<file path="config.mk">
export PLATFORM = sky130hd
export DESIGN_NAME = bdc_drive_ctrl
export DESIGN_NICKNAME = d
export VERILOG_FILES = /design/src/design/bdc_pkg.sv /design/src/design/bdc_drive_ctrl.sv
export SDC_FILE = /design/constraint.sdc
export NUM_CORES = 1
export LEC_CHECK = 0
export BUFFER_PORTS_ARGS = -buffer_cell sky130_fd_sc_hd__buf_2
export CAP_MARGIN = 10
export CORE_ASPECT_RATIO = 1.2
export CORE_MARGIN = 2
export CORE_UTILIZATION = 31
export DETAILED_ROUTE_END_ITERATION = 10
export GPL_TIMING_DRIVEN = 0
export PLACE_DENSITY = 0.54
export SYNTH_ARGS = -nofsm -noshare
export SYNTH_HDL_FRONTEND = slang
export SYNTH_SLANG_ARGS = --single-unit
</file>
<file path="constraint.sdc">
create_clock -name sys_clk_in -period 3.95 [get_ports sys_clk_in]
set_input_delay 0.79 -clock sys_clk_in [delete_from_list [all_inputs] [get_ports sys_clk_in]]
set_output_delay 0.79 -clock sys_clk_in [all_outputs]
set_load 0.05 [all_outputs]
</file>
<file path="src/design/bdc_pkg.sv">
// ----------------------------------------
// Shared constants of the drive control
// ----------------------------------------
package bdc_pkg;
   // Clock rate
   localparam int CLK_HZ = 20_000_000;
   localparam int CYC_PER_MS = CLK_HZ / 1000;
   localparam int CYC_PER_US = CLK_HZ / 1_000_000;

   // Input filter and timing, in their own units
   localparam int DEBOUNCE_US = 100;
   localparam int BLINK_ON_MS = 250;
   localparam int BLINK_OFF_MS = 250;
   localparam int GROUP_PAUSE_MS = 1500;
   localparam int STARTUP_MS = 1000;

   // Derived cycle counts
   localparam int DEBOUNCE_CYC = DEBOUNCE_US * CYC_PER_US;
   localparam int BLINK_ON_CYC = BLINK_ON_MS * CYC_PER_MS;
   localparam int BLINK_OFF_CYC = BLINK_OFF_MS * CYC_PER_MS;
   localparam int GROUP_PAUSE_CYC = GROUP_PAUSE_MS * CYC_PER_MS;
   localparam int STARTUP_CYC = STARTUP_MS * CYC_PER_MS;

   // Speed setpoint conversion and halt threshold
   localparam int SETPT_W = 10;
   localparam int ADC_FULL_MV = 5000;
   localparam int HALT_MV = 500;
   localparam logic [9:0] HALT_CODE =
      10'((HALT_MV * 1024 + ADC_FULL_MV - 1) / ADC_FULL_MV);

   // Filtered input vector layout
   localparam int NIN = 10;
   localparam int IN_DIR = 0;
   localparam int IN_RUN = 1;
   localparam int IN_STOPM = 2;
   localparam int IN_OC = 3;
   localparam int IN_OL = 4;
   localparam int IN_OV = 5;
   localparam int IN_UV = 6;
   localparam int IN_HALL = 7;
   localparam logic [9:0] IN_RESET = 10'h087;

   // Alarm codes, equal to the blink count
   localparam logic [2:0] ALM_NONE = 3'h0;
   localparam logic [2:0] ALM_OC = 3'h1;
   localparam logic [2:0] ALM_OL = 3'h2;
   localparam logic [2:0] ALM_HALL = 3'h3;
   localparam logic [2:0] ALM_OV = 3'h4;
   localparam logic [2:0] ALM_UV = 3'h5;
   localparam logic [2:0] ALM_START = 3'h7;

   // Register offsets
   localparam int AW = 4;
   localparam logic [3:0] REG_STATUS = 4'h0;
   localparam logic [3:0] REG_MASK = 4'h4;
   localparam logic [3:0] REG_ALARM = 4'h8;
   localparam logic [3:0] REG_STATE = 4'hC;
   localparam logic [6:0] MASK_RESET = 7'h00;

   // Blink sequencer states
   typedef enum logic [1:0] {
      BL_IDLE = 2'b00,
      BL_ON = 2'b01,
      BL_OFF = 2'b10,
      BL_GAP = 2'b11
   } bdc_blink_t;
endpackage : bdc_pkg

</file>
<file path="src/design/bdc_drive_ctrl.sv">
// The implementer's own choices: the strobed register port and the placing of the registers.
`timescale 1ns/1ps
`default_nettype none
// How it works
// Direction low runs reverse, open or high runs forward.
// Run input low halts the motor, high runs it.
// Halt brakes dynamically if stop method low, else coasts.
// Outside party settles the stop method before commanding a halt.
// Unconnected inputs read high: forward, run and coast.
// Fault output low when normal, high once any alarm tripped.
// Speed pulse toggles per hall edge: three periods per pole pair.
// Target speed taken from the digitised setpoint value.
// Setpoint below half a volt halts like the run input.
// Any alarm drops drive power to coast and starts LED blinking.
// Alarm latched, inputs ignored, cleared only by power cycle reset.
// Blink count names alarm: one over-current, two overload, six reserved.
// Missing or invalid hall pattern raises the three-blink alarm.
// Supply over the upper limit raises the four-blink alarm.
// Supply under the lower limit raises the five-blink alarm.
// No hall movement after a run command raises seven-blink alarm.
// Only the first alarm is shown; groups separated by a pause.
// Each digital input synchronised and debounced, length by parameter.
module bdc_drive_ctrl #(
   parameter int DEB_CYC = bdc_pkg::DEBOUNCE_CYC,
   parameter int ON_CYC = bdc_pkg::BLINK_ON_CYC,
   parameter int OFF_CYC = bdc_pkg::BLINK_OFF_CYC,
   parameter int GAP_CYC = bdc_pkg::GROUP_PAUSE_CYC,
   parameter int START_CYC = bdc_pkg::STARTUP_CYC
) (
   // Clock and reset
   input wire logic sys_clk_in,
   input wire logic reset_in,
   // Control connector pins
   input wire logic direction_select_in,
   input wire logic run_in,
   input wire logic stop_method_in,
   input wire logic [9:0] speed_setpoint_in,
   // Protection sense pins
   input wire logic over_current_in,
   input wire logic overload_in,
   input wire logic over_voltage_in,
   input wire logic under_voltage_in,
   input wire logic [2:0] hall_in,
   // Register port
   input wire logic [3:0] reg_addr_in,
   input wire logic [31:0] reg_wdata_in,
   input wire logic reg_wr_in,
   input wire logic reg_rd_in,
   output logic [31:0] reg_rdata_out,
   output logic irq_out,
   // Power stage commands
   output logic motor_enable_out,
   output logic direction_out,
   output logic brake_out,
   output logic [9:0] target_speed_out,
   // Status outputs
   output logic fault_output_out,
   output logic speed_pulse_output_out,
   output logic fault_indicator_led_out,
   output logic power_indicator_led_out
);
   // ----------------------------------------
   // Input synchronisers and debounce
   // ----------------------------------------
   logic [9:0] pin_raw;
   logic [9:0] s1_r;
   logic [9:0] s2_r;
   logic [9:0] s3_r;
   logic [9:0] filt_r;

   assign pin_raw = {hall_in, under_voltage_in, over_voltage_in, overload_in,
                     over_current_in, stop_method_in, run_in, direction_select_in};

   // Three flops; a change counts once second and third agree
   always_ff @(posedge sys_clk_in) begin
      if (reset_in) begin
         s1_r <= bdc_pkg::IN_RESET;
         s2_r <= bdc_pkg::IN_RESET;
         s3_r <= bdc_pkg::IN_RESET;
      end else begin
         s1_r <= pin_raw;
         s2_r <= s1_r;
         s3_r <= s2_r;
      end
   end

   // Per-bit stability counter; new level accepted after DEB_CYC cycles
   genvar gi;
   generate
      for (gi = 0; gi < bdc_pkg::NIN; gi++) begin : g_deb
         logic [15:0] cnt_r;
         always_ff @(posedge sys_clk_in) begin
            if (reset_in) begin
               cnt_r <= 16'h0000;
               filt_r[gi] <= bdc_pkg::IN_RESET[gi];
            end else if (s2_r[gi] != s3_r[gi] || s3_r[gi] == filt_r[gi]) begin
               cnt_r <= 16'h0000;
            end else if (cnt_r >= 16'(DEB_CYC - 1)) begin
               cnt_r <= 16'h0000;
               filt_r[gi] <= s3_r[gi];
            end else begin
               cnt_r <= cnt_r + 16'h0001;
            end
         end
      end
   endgenerate

   logic [2:0] hall_f;
   assign hall_f = filt_r[bdc_pkg::IN_HALL +: 3];

   // ----------------------------------------
   // Alarm detection and latch
   // ----------------------------------------
   logic [2:0] alarm_code_r;
   logic alarm_r;
   logic halt;
   logic [2:0] hall_d_r;
   logic hall_move;
   logic [31:0] start_cnt_r;
   logic start_fail;
   logic hall_bad;
   logic [2:0] cause_code;
   logic [6:0] cause_vec;

   // Halt from run pin or a low setpoint
   assign halt = ~filt_r[bdc_pkg::IN_RUN]
                 | (speed_setpoint_in < bdc_pkg::HALT_CODE);
   assign hall_move = (hall_f != hall_d_r);
   assign hall_bad = (hall_f == 3'h0) || (hall_f == 3'h7);

   // Hall history for edge detection
   always_ff @(posedge sys_clk_in) begin
      if (reset_in) begin
         hall_d_r <= bdc_pkg::IN_RESET[bdc_pkg::IN_HALL +: 3];
      end else begin
         hall_d_r <= hall_f;
      end
   end

   // Time since last hall edge while a run is commanded
   always_ff @(posedge sys_clk_in) begin
      if (reset_in || halt || alarm_r || hall_move) begin
         start_cnt_r <= 32'h0000_0000;
      end else if (!start_fail) begin
         start_cnt_r <= start_cnt_r + 32'h0000_0001;
      end
   end
   assign start_fail = (start_cnt_r >= 32'(START_CYC));

   // Active causes, one bit per alarm code
   assign cause_vec = {start_fail, 1'b0, filt_r[bdc_pkg::IN_UV],
                       filt_r[bdc_pkg::IN_OV], hall_bad,
                       filt_r[bdc_pkg::IN_OL], filt_r[bdc_pkg::IN_OC]};

   // Lowest code wins when causes coincide
   always_comb begin
      cause_code = bdc_pkg::ALM_NONE;
      if (cause_vec[0]) begin
         cause_code = bdc_pkg::ALM_OC;
      end else if (cause_vec[1]) begin
         cause_code = bdc_pkg::ALM_OL;
      end else if (cause_vec[2]) begin
         cause_code = bdc_pkg::ALM_HALL;
      end else if (cause_vec[3]) begin
         cause_code = bdc_pkg::ALM_OV;
      end else if (cause_vec[4]) begin
         cause_code = bdc_pkg::ALM_UV;
      end else if (cause_vec[6]) begin
         cause_code = bdc_pkg::ALM_START;
      end
   end

   // First alarm latched until reset
   always_ff @(posedge sys_clk_in) begin
      if (reset_in) begin
         alarm_r <= 1'b0;
         alarm_code_r <= bdc_pkg::ALM_NONE;
      end else if (!alarm_r && cause_code != bdc_pkg::ALM_NONE) begin
         alarm_r <= 1'b1;
         alarm_code_r <= cause_code;
      end
   end

   // ----------------------------------------
   // Drive commands
   // ----------------------------------------
   always_ff @(posedge sys_clk_in) begin
      if (reset_in) begin
         motor_enable_out <= 1'b0;
         direction_out <= 1'b1;
         brake_out <= 1'b0;
         target_speed_out <= 10'h000;
      end else if (alarm_r) begin
         motor_enable_out <= 1'b0;
         brake_out <= 1'b0;
         target_speed_out <= 10'h000;
      end else begin
         motor_enable_out <= ~halt;
         direction_out <= filt_r[bdc_pkg::IN_DIR];
         brake_out <= halt & ~filt_r[bdc_pkg::IN_STOPM];
         target_speed_out <= halt ? 10'h000 : speed_setpoint_in;
      end
   end

   // Fault output and power lamp
   always_ff @(posedge sys_clk_in) begin
      if (reset_in) begin
         fault_output_out <= 1'b0;
         power_indicator_led_out <= 1'b0;
      end else begin
         fault_output_out <= alarm_r;
         power_indicator_led_out <= 1'b1;
      end
   end

   // Speed pulse toggles at every hall edge until an alarm latches, then holds
   always_ff @(posedge sys_clk_in) begin
      if (reset_in) begin
         speed_pulse_output_out <= 1'b0;
      end else if (hall_move && !alarm_r) begin
         speed_pulse_output_out <= ~speed_pulse_output_out;
      end
   end

   // ----------------------------------------
   // Fault lamp blink sequencer
   // ----------------------------------------
   bdc_pkg::bdc_blink_t bl_state_r;
   logic [31:0] bl_tmr_r;
   logic [2:0] bl_cnt_r;

   always_ff @(posedge sys_clk_in) begin
      if (reset_in) begin
         bl_state_r <= bdc_pkg::BL_IDLE;
         bl_tmr_r <= 32'h0000_0000;
         bl_cnt_r <= 3'h0;
      end else begin
         unique case (bl_state_r)
            bdc_pkg::BL_IDLE: begin
               bl_tmr_r <= 32'h0000_0000;
               bl_cnt_r <= 3'h0;
               if (alarm_r) begin
                  bl_state_r <= bdc_pkg::BL_ON;
               end
            end
            bdc_pkg::BL_ON: begin
               if (bl_tmr_r >= 32'(ON_CYC - 1)) begin
                  bl_tmr_r <= 32'h0000_0000;
                  bl_cnt_r <= bl_cnt_r + 3'h1;
                  bl_state_r <= bdc_pkg::BL_OFF;
               end else begin
                  bl_tmr_r <= bl_tmr_r + 32'h0000_0001;
               end
            end
            bdc_pkg::BL_OFF: begin
               if (bl_tmr_r >= 32'(OFF_CYC - 1)) begin
                  bl_tmr_r <= 32'h0000_0000;
                  if (bl_cnt_r == alarm_code_r) begin
                     bl_state_r <= bdc_pkg::BL_GAP;
                  end else begin
                     bl_state_r <= bdc_pkg::BL_ON;
                  end
               end else begin
                  bl_tmr_r <= bl_tmr_r + 32'h0000_0001;
               end
            end
            bdc_pkg::BL_GAP: begin
               if (bl_tmr_r >= 32'(GAP_CYC - 1)) begin
                  bl_tmr_r <= 32'h0000_0000;
                  bl_cnt_r <= 3'h0;
                  bl_state_r <= bdc_pkg::BL_ON;
               end else begin
                  bl_tmr_r <= bl_tmr_r + 32'h0000_0001;
               end
            end
         endcase
      end
   end

   // Lamp lit only in the on phase
   always_ff @(posedge sys_clk_in) begin
      if (reset_in) begin
         fault_indicator_led_out <= 1'b0;
      end else begin
         fault_indicator_led_out <= (bl_state_r == bdc_pkg::BL_ON);
      end
   end

   // ----------------------------------------
   // Register port and interrupt
   // ----------------------------------------
   logic [6:0] status_r;
   logic [6:0] mask_r;
   logic [6:0] status_nxt;
   logic stat_rd;
   logic [6:0] alm_event;

   assign stat_rd = reg_rd_in && (reg_addr_in == bdc_pkg::REG_STATUS);

   // Event set when the latch takes an alarm
   always_comb begin
      alm_event = 7'h00;
      if (!alarm_r && cause_code != bdc_pkg::ALM_NONE) begin
         alm_event[cause_code - 3'h1] = 1'b1;
      end
   end

   // Read clears, a new event in the same cycle wins
   assign status_nxt = (stat_rd ? 7'h00 : status_r) | alm_event;

   always_ff @(posedge sys_clk_in) begin
      if (reset_in) begin
         status_r <= 7'h00;
      end else begin
         status_r <= status_nxt;
      end
   end

   // Mask register write
   always_ff @(posedge sys_clk_in) begin
      if (reset_in) begin
         mask_r <= bdc_pkg::MASK_RESET;
      end else if (reg_wr_in && reg_addr_in == bdc_pkg::REG_MASK) begin
         mask_r <= reg_wdata_in[6:0];
      end
   end

   // Read data in the cycle after the strobe only
   always_ff @(posedge sys_clk_in) begin
      if (reset_in || !reg_rd_in) begin
         reg_rdata_out <= 32'h0000_0000;
      end else begin
         unique case (reg_addr_in)
            bdc_pkg::REG_STATUS: reg_rdata_out <= {25'h0, status_r};
            bdc_pkg::REG_MASK: reg_rdata_out <= {25'h0, mask_r};
            bdc_pkg::REG_ALARM: reg_rdata_out <= {28'h0, alarm_r, alarm_code_r};
            bdc_pkg::REG_STATE: reg_rdata_out <= {24'h0, hall_f, speed_pulse_output_out,
                                                  brake_out, direction_out,
                                                  motor_enable_out, halt};
            default: reg_rdata_out <= 32'h0000_0000;
         endcase
      end
   end

   // Level interrupt from unmasked sticky bits
   always_ff @(posedge sys_clk_in) begin
      if (reset_in) begin
         irq_out <= 1'b0;
      end else begin
         irq_out <= |(status_nxt & mask_r);
      end
   end
endmodule : bdc_drive_ctrl
`default_nettype wire

</file>
# Word level (Yosys, flattened, before mapping)

Index checks and enable logic that the tools add are counted.

Shift-type cells: 0
Divide/modulo/power cells: 0
Multiply operators: 0
Add/sub/neg operators: 14
$lt $le $gt $ge: 16
Muxes and demuxes: 24
Bitwise logic cells: 18
Reductions and logical operators: 53
Equal/unequal tests: 33

Operators with widths:

| kind                                                                 | count |
|---|---|
| adder 16 x 1 -> 16 bit (second input constant)                       | 10 |
| greater-or-equal comparator 16 x 11 -> 1 bit (second input constant) | 10 |
| case mux 32 bit (3 select lines)                                     | 1 |
| adder 32 x 1 -> 32 bit (second input constant)                       | 2 |
| greater-or-equal comparator 32 x 25 -> 1 bit (second input constant) | 2 |
| 2-to-1 mux 32 bit                                                    | 2 |
| OR reduction 3 bit                                                   | 11 |
| greater-or-equal comparator 32 x 23 -> 1 bit (second input constant) | 1 |
| case mux 8 bit (4 select lines)                                      | 1 |
| 2-to-1 mux 3 bit                                                     | 8 |
| AND reduction 2 bit                                                  | 10 |
| logical OR 1 bit                                                     | 15 |
| 2-to-1 mux 7 bit                                                     | 2 |
| NOT 1 bit                                                            | 14 |
| equality test 1 bit                                                  | 10 |
| < comparator 10 x 7 -> 1 bit (second input constant)                 | 1 |
| 2-to-1 mux 2 bit                                                     | 5 |
| != test 1 bit                                                        | 10 |
| case mux 3 bit (3 select lines)                                      | 1 |
| equality test 4 bit (second input constant)                          | 2 |
| != test 2 bit (second input constant)                                | 4 |
| case mux 2 bit (4 select lines)                                      | 1 |
| bitwise AND 7 bit                                                    | 1 |
| OR 7 bit                                                             | 1 |
| 24 further kinds                                                     | 33 |

Memories: 0
ROM bits: 0
Input bits: 60
Output and inout port bits: 50
Bits in latches: 0
Bits in writable memories: 0
Register bits after elaboration: 340

# Longest topological paths before layout

Depth after elaboration: 16
Gate-level depth with buffers: 16

# Worst setup path before layout

Ideal clock, no wire load.

Path kind: register to register
Start: register start_cnt_r[8]
End: register irq_out
Data required time: 3814 ps
Stages on the path, launching flop included: 17
Data arrival time: 2976 ps
Setup slack: 839 ps
Period minus slack after synthesis: 3111 ps
Cell sequence: dfxtp_1 > o211a_1 > o21ai_0 > a211o_1 > buf_2 > and4_1 > nor2_1 > inv_1 > ha_1 > ha_1 > clkbuf_1 > mux2i_1 > nor2_1 > a22oi_1 > o21ai_0 > a311oi_1 > o221ai_1

Longest elaborated chain between the ends: 16

Ends and longest elaborated chain:

| what                                                                                                            | RTL line              | source |
|---|---|---|
| start: declaration                                                                                              | bdc_drive_ctrl.sv:119 | `logic [31:0] start_cnt_r;` |
| start signal: assignment                                                                                        | bdc_drive_ctrl.sv:145 | `start_cnt_r <= start_cnt_r + 32'h0000_0001;` |
| greater-or-equal comparator 32 x 25 -> 1 bit (*)                                                                | bdc_drive_ctrl.sv:148 | `assign start_fail = (start_cnt_r >= 32'(START_CYC));` |
| 2-to-1 mux 3 bit (*)                                                                                            | bdc_drive_ctrl.sv:168 | `end else if (cause_vec[6]) begin` |
| 2-to-1 mux 3 bit (*)                                                                                            | bdc_drive_ctrl.sv:166 | `end else if (cause_vec[4]) begin` |
| 2-to-1 mux 3 bit (*)                                                                                            | bdc_drive_ctrl.sv:164 | `end else if (cause_vec[3]) begin` |
| 2-to-1 mux 3 bit (*)                                                                                            | bdc_drive_ctrl.sv:162 | `end else if (cause_vec[2]) begin` |
| 2-to-1 mux 3 bit (*)                                                                                            | bdc_drive_ctrl.sv:160 | `end else if (cause_vec[1]) begin` |
| 2-to-1 mux 3 bit (*)                                                                                            | bdc_drive_ctrl.sv:158 | `if (cause_vec[0]) begin` |
| subtractor 3 x 1 -> 3 bit                                                                                       | bdc_drive_ctrl.sv:304 | `alm_event[cause_code - 3'h1] = 1'b1;` |
| < comparator 3 x 4 -> 1 bit (not written as such) or greater-or-equal comparator 3 x 1 -> 1 bit (tied branches) | bdc_drive_ctrl.sv:304 |  |
| logical AND 1 bit (not written as such)                                                                         | bdc_drive_ctrl.sv:304 |  |
| 2-to-1 mux 1 bit (not written as such)                                                                          | bdc_drive_ctrl.sv:304 |  |
| demux 1 bit (select 3 bit)                                                                                      | bdc_drive_ctrl.sv:304 |  |
| 2-to-1 mux 7 bit (*)                                                                                            | bdc_drive_ctrl.sv:303 | `if (!alarm_r && cause_code != bdc_pkg::ALM_NONE) begin` |
| OR 7 bit (*)                                                                                                    | bdc_drive_ctrl.sv:309 | `assign status_nxt = (stat_rd ? 7'h00 : status_r) \| alm_event;` |
| bitwise AND 7 bit (*)                                                                                           | bdc_drive_ctrl.sv:350 | `irq_out <= \|(status_nxt & mask_r);` |
| OR reduction 7 bit (*)                                                                                          | bdc_drive_ctrl.sv:350 |  |
| end signal: assignment                                                                                          | bdc_drive_ctrl.sv:350 |  |
| end: declaration                                                                                                | bdc_drive_ctrl.sv:50  | `output logic irq_out,` |

Every way passes the cells marked *; elsewhere a longest branch is shown, timed or not.
A chain may end at the register's enable or synchronous reset.

# Final worst setup path

Same ends and word-level chain as after synthesis.

==> results.tsv <==
metric	value	unit
area grow syn2layout	19.7	%
LEAKAGE	5.66	nW
startpoint types	register	
Post-Syn Area	12200	µm²
Setup-failing EPs final	0	
Iter 0 DRT Violations	397	
Post-Place Setup Slack	0.226	ns
Post-synth EDFFs	0	
antenna violations before repair	1	
Antenna Nets Post-Route	0	
Setup crit start	start_cnt_r[8]	
Slew @ Worst Pin	0.694	ns
FP Rows	79	
Yosys reg bits	316	
later-pin clock latency in the skew report	0.53	ns
Layout Cells excl Fill	2030	
Worst Hold Launch	s1_r[2]	
fraction of registers with async set/reset	0	%
post-CTS setup buffers	0	
Slew Limit Headroom	53.7	%
Core ar.	38700	µm²
number of I/O port buffers	59	
Synth cell types	62	
Fmax	0.282	GHz
Reg2Reg Depth	15	
Chip Height	221	µm
setup ws final	0.398	ns
CP Data Required Time	4.33	ns
Die Wd	185	µm
share of layout cells above drive strength 1	11.5	%
CTS Buf Count	36	
Root Buffer Master	clkbuf_16	
clk sinks	316	
RR Startpoint	start_cnt_r[8]	
H-tree depth	2	
endpoints failing hold	0	
CTS tree	built	
total power	6.75	mW
Max-cap violations	0	
Diodes inserted	0	
Clock transition at path regs	0.06	ns
WHS	0.409	ns
largest net degree at the start of global routing	14	
Final Util	37.7	%
Post-DP HPWL	17900	µm
WHS Path Cells	1	
Worst Skew	0.0248	ns
HP Class	register to register	
Avg Inst Size Synth	9.34	µm²
VDD IR-drop max	289	µV
clock period minus final worst setup slack	3.55	ns
# DRC	0	
Max Root-Sink Buffers	3	
Routability Congestion	0.817	
grt ovf	0	
gr usage total	12.1	%
global-route wire length before repair	40800	µm
final setup TNS	0	ns
cell count after synthesis	1306	
Pwr per Cell Area	463	nW/µm²
via count	9050	
Die Area	40900	µm²
Seq/Total Area, Yosys	51.9	%
WL final	24800	µm
vias per inst	4.46	
crit path DAT	3.93	ns
I/O pins	110	
Layout Nets	1562	
WS Path Type	register to register	
drt first pass iters	5	
worst-path fanout max	10	
Placed Cells incl. Taps	1971	
design area	14600	µm²
outcome	complete, no violations	
vias in the first global route	8528	
final slew viol count	0	
Crit. End Element	register	
DR WL/cell	12.2	µm
unrepaired setup endpoints after global routing	false	
Period Utilization, post-route	89.9	%
synth warn	0	
Post-synth top flop	dfxtp_1	
Starting Density	31.5	%
DP Area	13400	µm²
## critical path: stages, from the launching register on
cell and delay (ns):
dfxtp_1 0.42, o211a_1 0.18, o21ai_0 0.12, a211o_1 0.34, buf_2 0.19, and4_1 0.24
nor2_1 0.15, inv_1 0.08, ha_1 0.21, ha_1 0.43, mux2i_1 0.23, nor2_1 0.08
a22oi_1 0.17, o21ai_0 0.12, a311oi_1 0.29, o221ai_1 0.16
## metal layers
layer | up-vias | share of wire (%) | GRT usage [%]
met5 | - | 0.048 | 0
met4 | 2 | 2.3 | 4.48
met3 | 42 | 3.6 | 2.27
met2 | 119 | 49 | 21.2
met1 | 4176 | 45 | 14.5
li1 | 4711 | - | -
## final timing paths
check / to / slack (ns)
min reg2reg: s2_r[2] / 0.41
max reg2reg: irq_out / 0.40
max: irq_out / 0.40
min: s2_r[2] / 0.41
## layout by cell type, fill, tap and decap left out, types with 7 or more instances in the layout
| cell | Yosys | layout |
|---|---|---|
| buf_2 | 3 | 62 |
| nor3_1 | 15 | 15 |
| inv_1 | 30 | 30 |
| a31oi_1 | 9 | 8 |
| or4_1 | 13 | 13 |
| o21ai_0 | 42 | 42 |
| xnor2_1 | 74 | 74 |
| conb_1 | 1 | 81 |
| nand2_1 | 60 | 60 |
| or2_2 | 18 | 18 |
| clkbuf_1 | 35 | 38 |
| dfxtp_1 | 316 | 316 |
| xor2_1 | 43 | 43 |
| or3_1 | 32 | 32 |
| nor2_1 | 208 | 208 |
| nor4_1 | 8 | 8 |
| mux2i_1 | 18 | 18 |
| a21oi_1 | 56 | 56 |
| nor2b_1 | 27 | 27 |
| nand3_1 | 68 | 68 |
| buf_4 | 26 | 26 |
| and3_1 | 58 | 58 |
| nand4_1 | 15 | 15 |
| ha_1 | 21 | 21 |
| and2_1 | 21 | 21 |
| clkbuf_16 | 0 | 36 |
| a211oi_1 | 7 | 7 |
## Yosys cell counts, drive strengths merged (5+ instances only)
library cell | count | area (µm²)
dfxtp | 316 | 6330
nor2 | 208 | 781
xnor2 | 74 | 648
nand3 | 68 | 340
nand2 | 60 | 225
a21oi | 58 | 298
and3 | 58 | 363
o21ai | 43 | 215
xor2 | 43 | 377
buf | 35 | 263
clkbuf | 35 | 131
or3 | 32 | 200
inv | 30 | 113
nor2b | 27 | 169
and2 | 21 | 131
ha | 21 | 263
mux2i | 18 | 180
or2 | 18 | 113
nand4 | 16 | 106
nor3 | 15 | 75.1
or4 | 13 | 97.6
a31oi | 9 | 56.3
nor4 | 9 | 62.6
a211oi | 7 | 52.6
a211o | 6 | 52.6
a21o | 6 | 45.0
nand2b | 6 | 37.5
a311oi | 5 | 43.8
o311a | 5 | 50.1
## cell type report
cell class	count	area [µm²]
repair buffers	59	295
flip-flops and latches	316	6330
multi-input cells	970	5670
inverters	30	113
well taps	526	658
fillers	4006	24200
plain buffers	68	387
clock inverters	17	185
clock buffers	44	961
## timing repair
action,CTS,global route
hold buffers,0,0
endpoints found under the setup margin,0,1
resized for setup,0,2
## state kept, by name, indices dropped and copies added (netlist names), 2 cells and up
signal,flops
s2_r,10
start_cnt_r,32
filt_r,6
reg_rdata_out,8
s3_r,10
mask_r,7
cause_vec,4
status_r,7
bl_tmr_r,32
alarm_code_r,3
bl_cnt_r,3
g_deb.cnt_r,160
hall_d_r,3
target_speed_out,10
bl_state_r,2
s1_r,10
## report_power, final
part	leakage [nW]	switching [mW]	total, mW	internal (mW)
Combinational	2.53	0.189	0.277	0.0881
Clock	0.549	1.32	3.20	1.88
Sequential	2.58	0.0262	3.28	3.25
## cells by family (layout without fill, tap and decap cells)
kind of cell / count (synthesis) / after routing / synth area share, %
flops: 316 / 316 / 51.9
mux: 20 / 20 / 1.75
buf+inv: 100 / 218 / 4.16
xor+xnor: 117 / 117 / 8.40
compound gates: 170 / 170 / 8.75
fa+ha+maj: 21 / 21 / 2.15
other cells: 1 / 81 / 0.0307
simple gates: 561 / 561 / 22.9
Note: power is estimated with default switching activity, not from simulation.
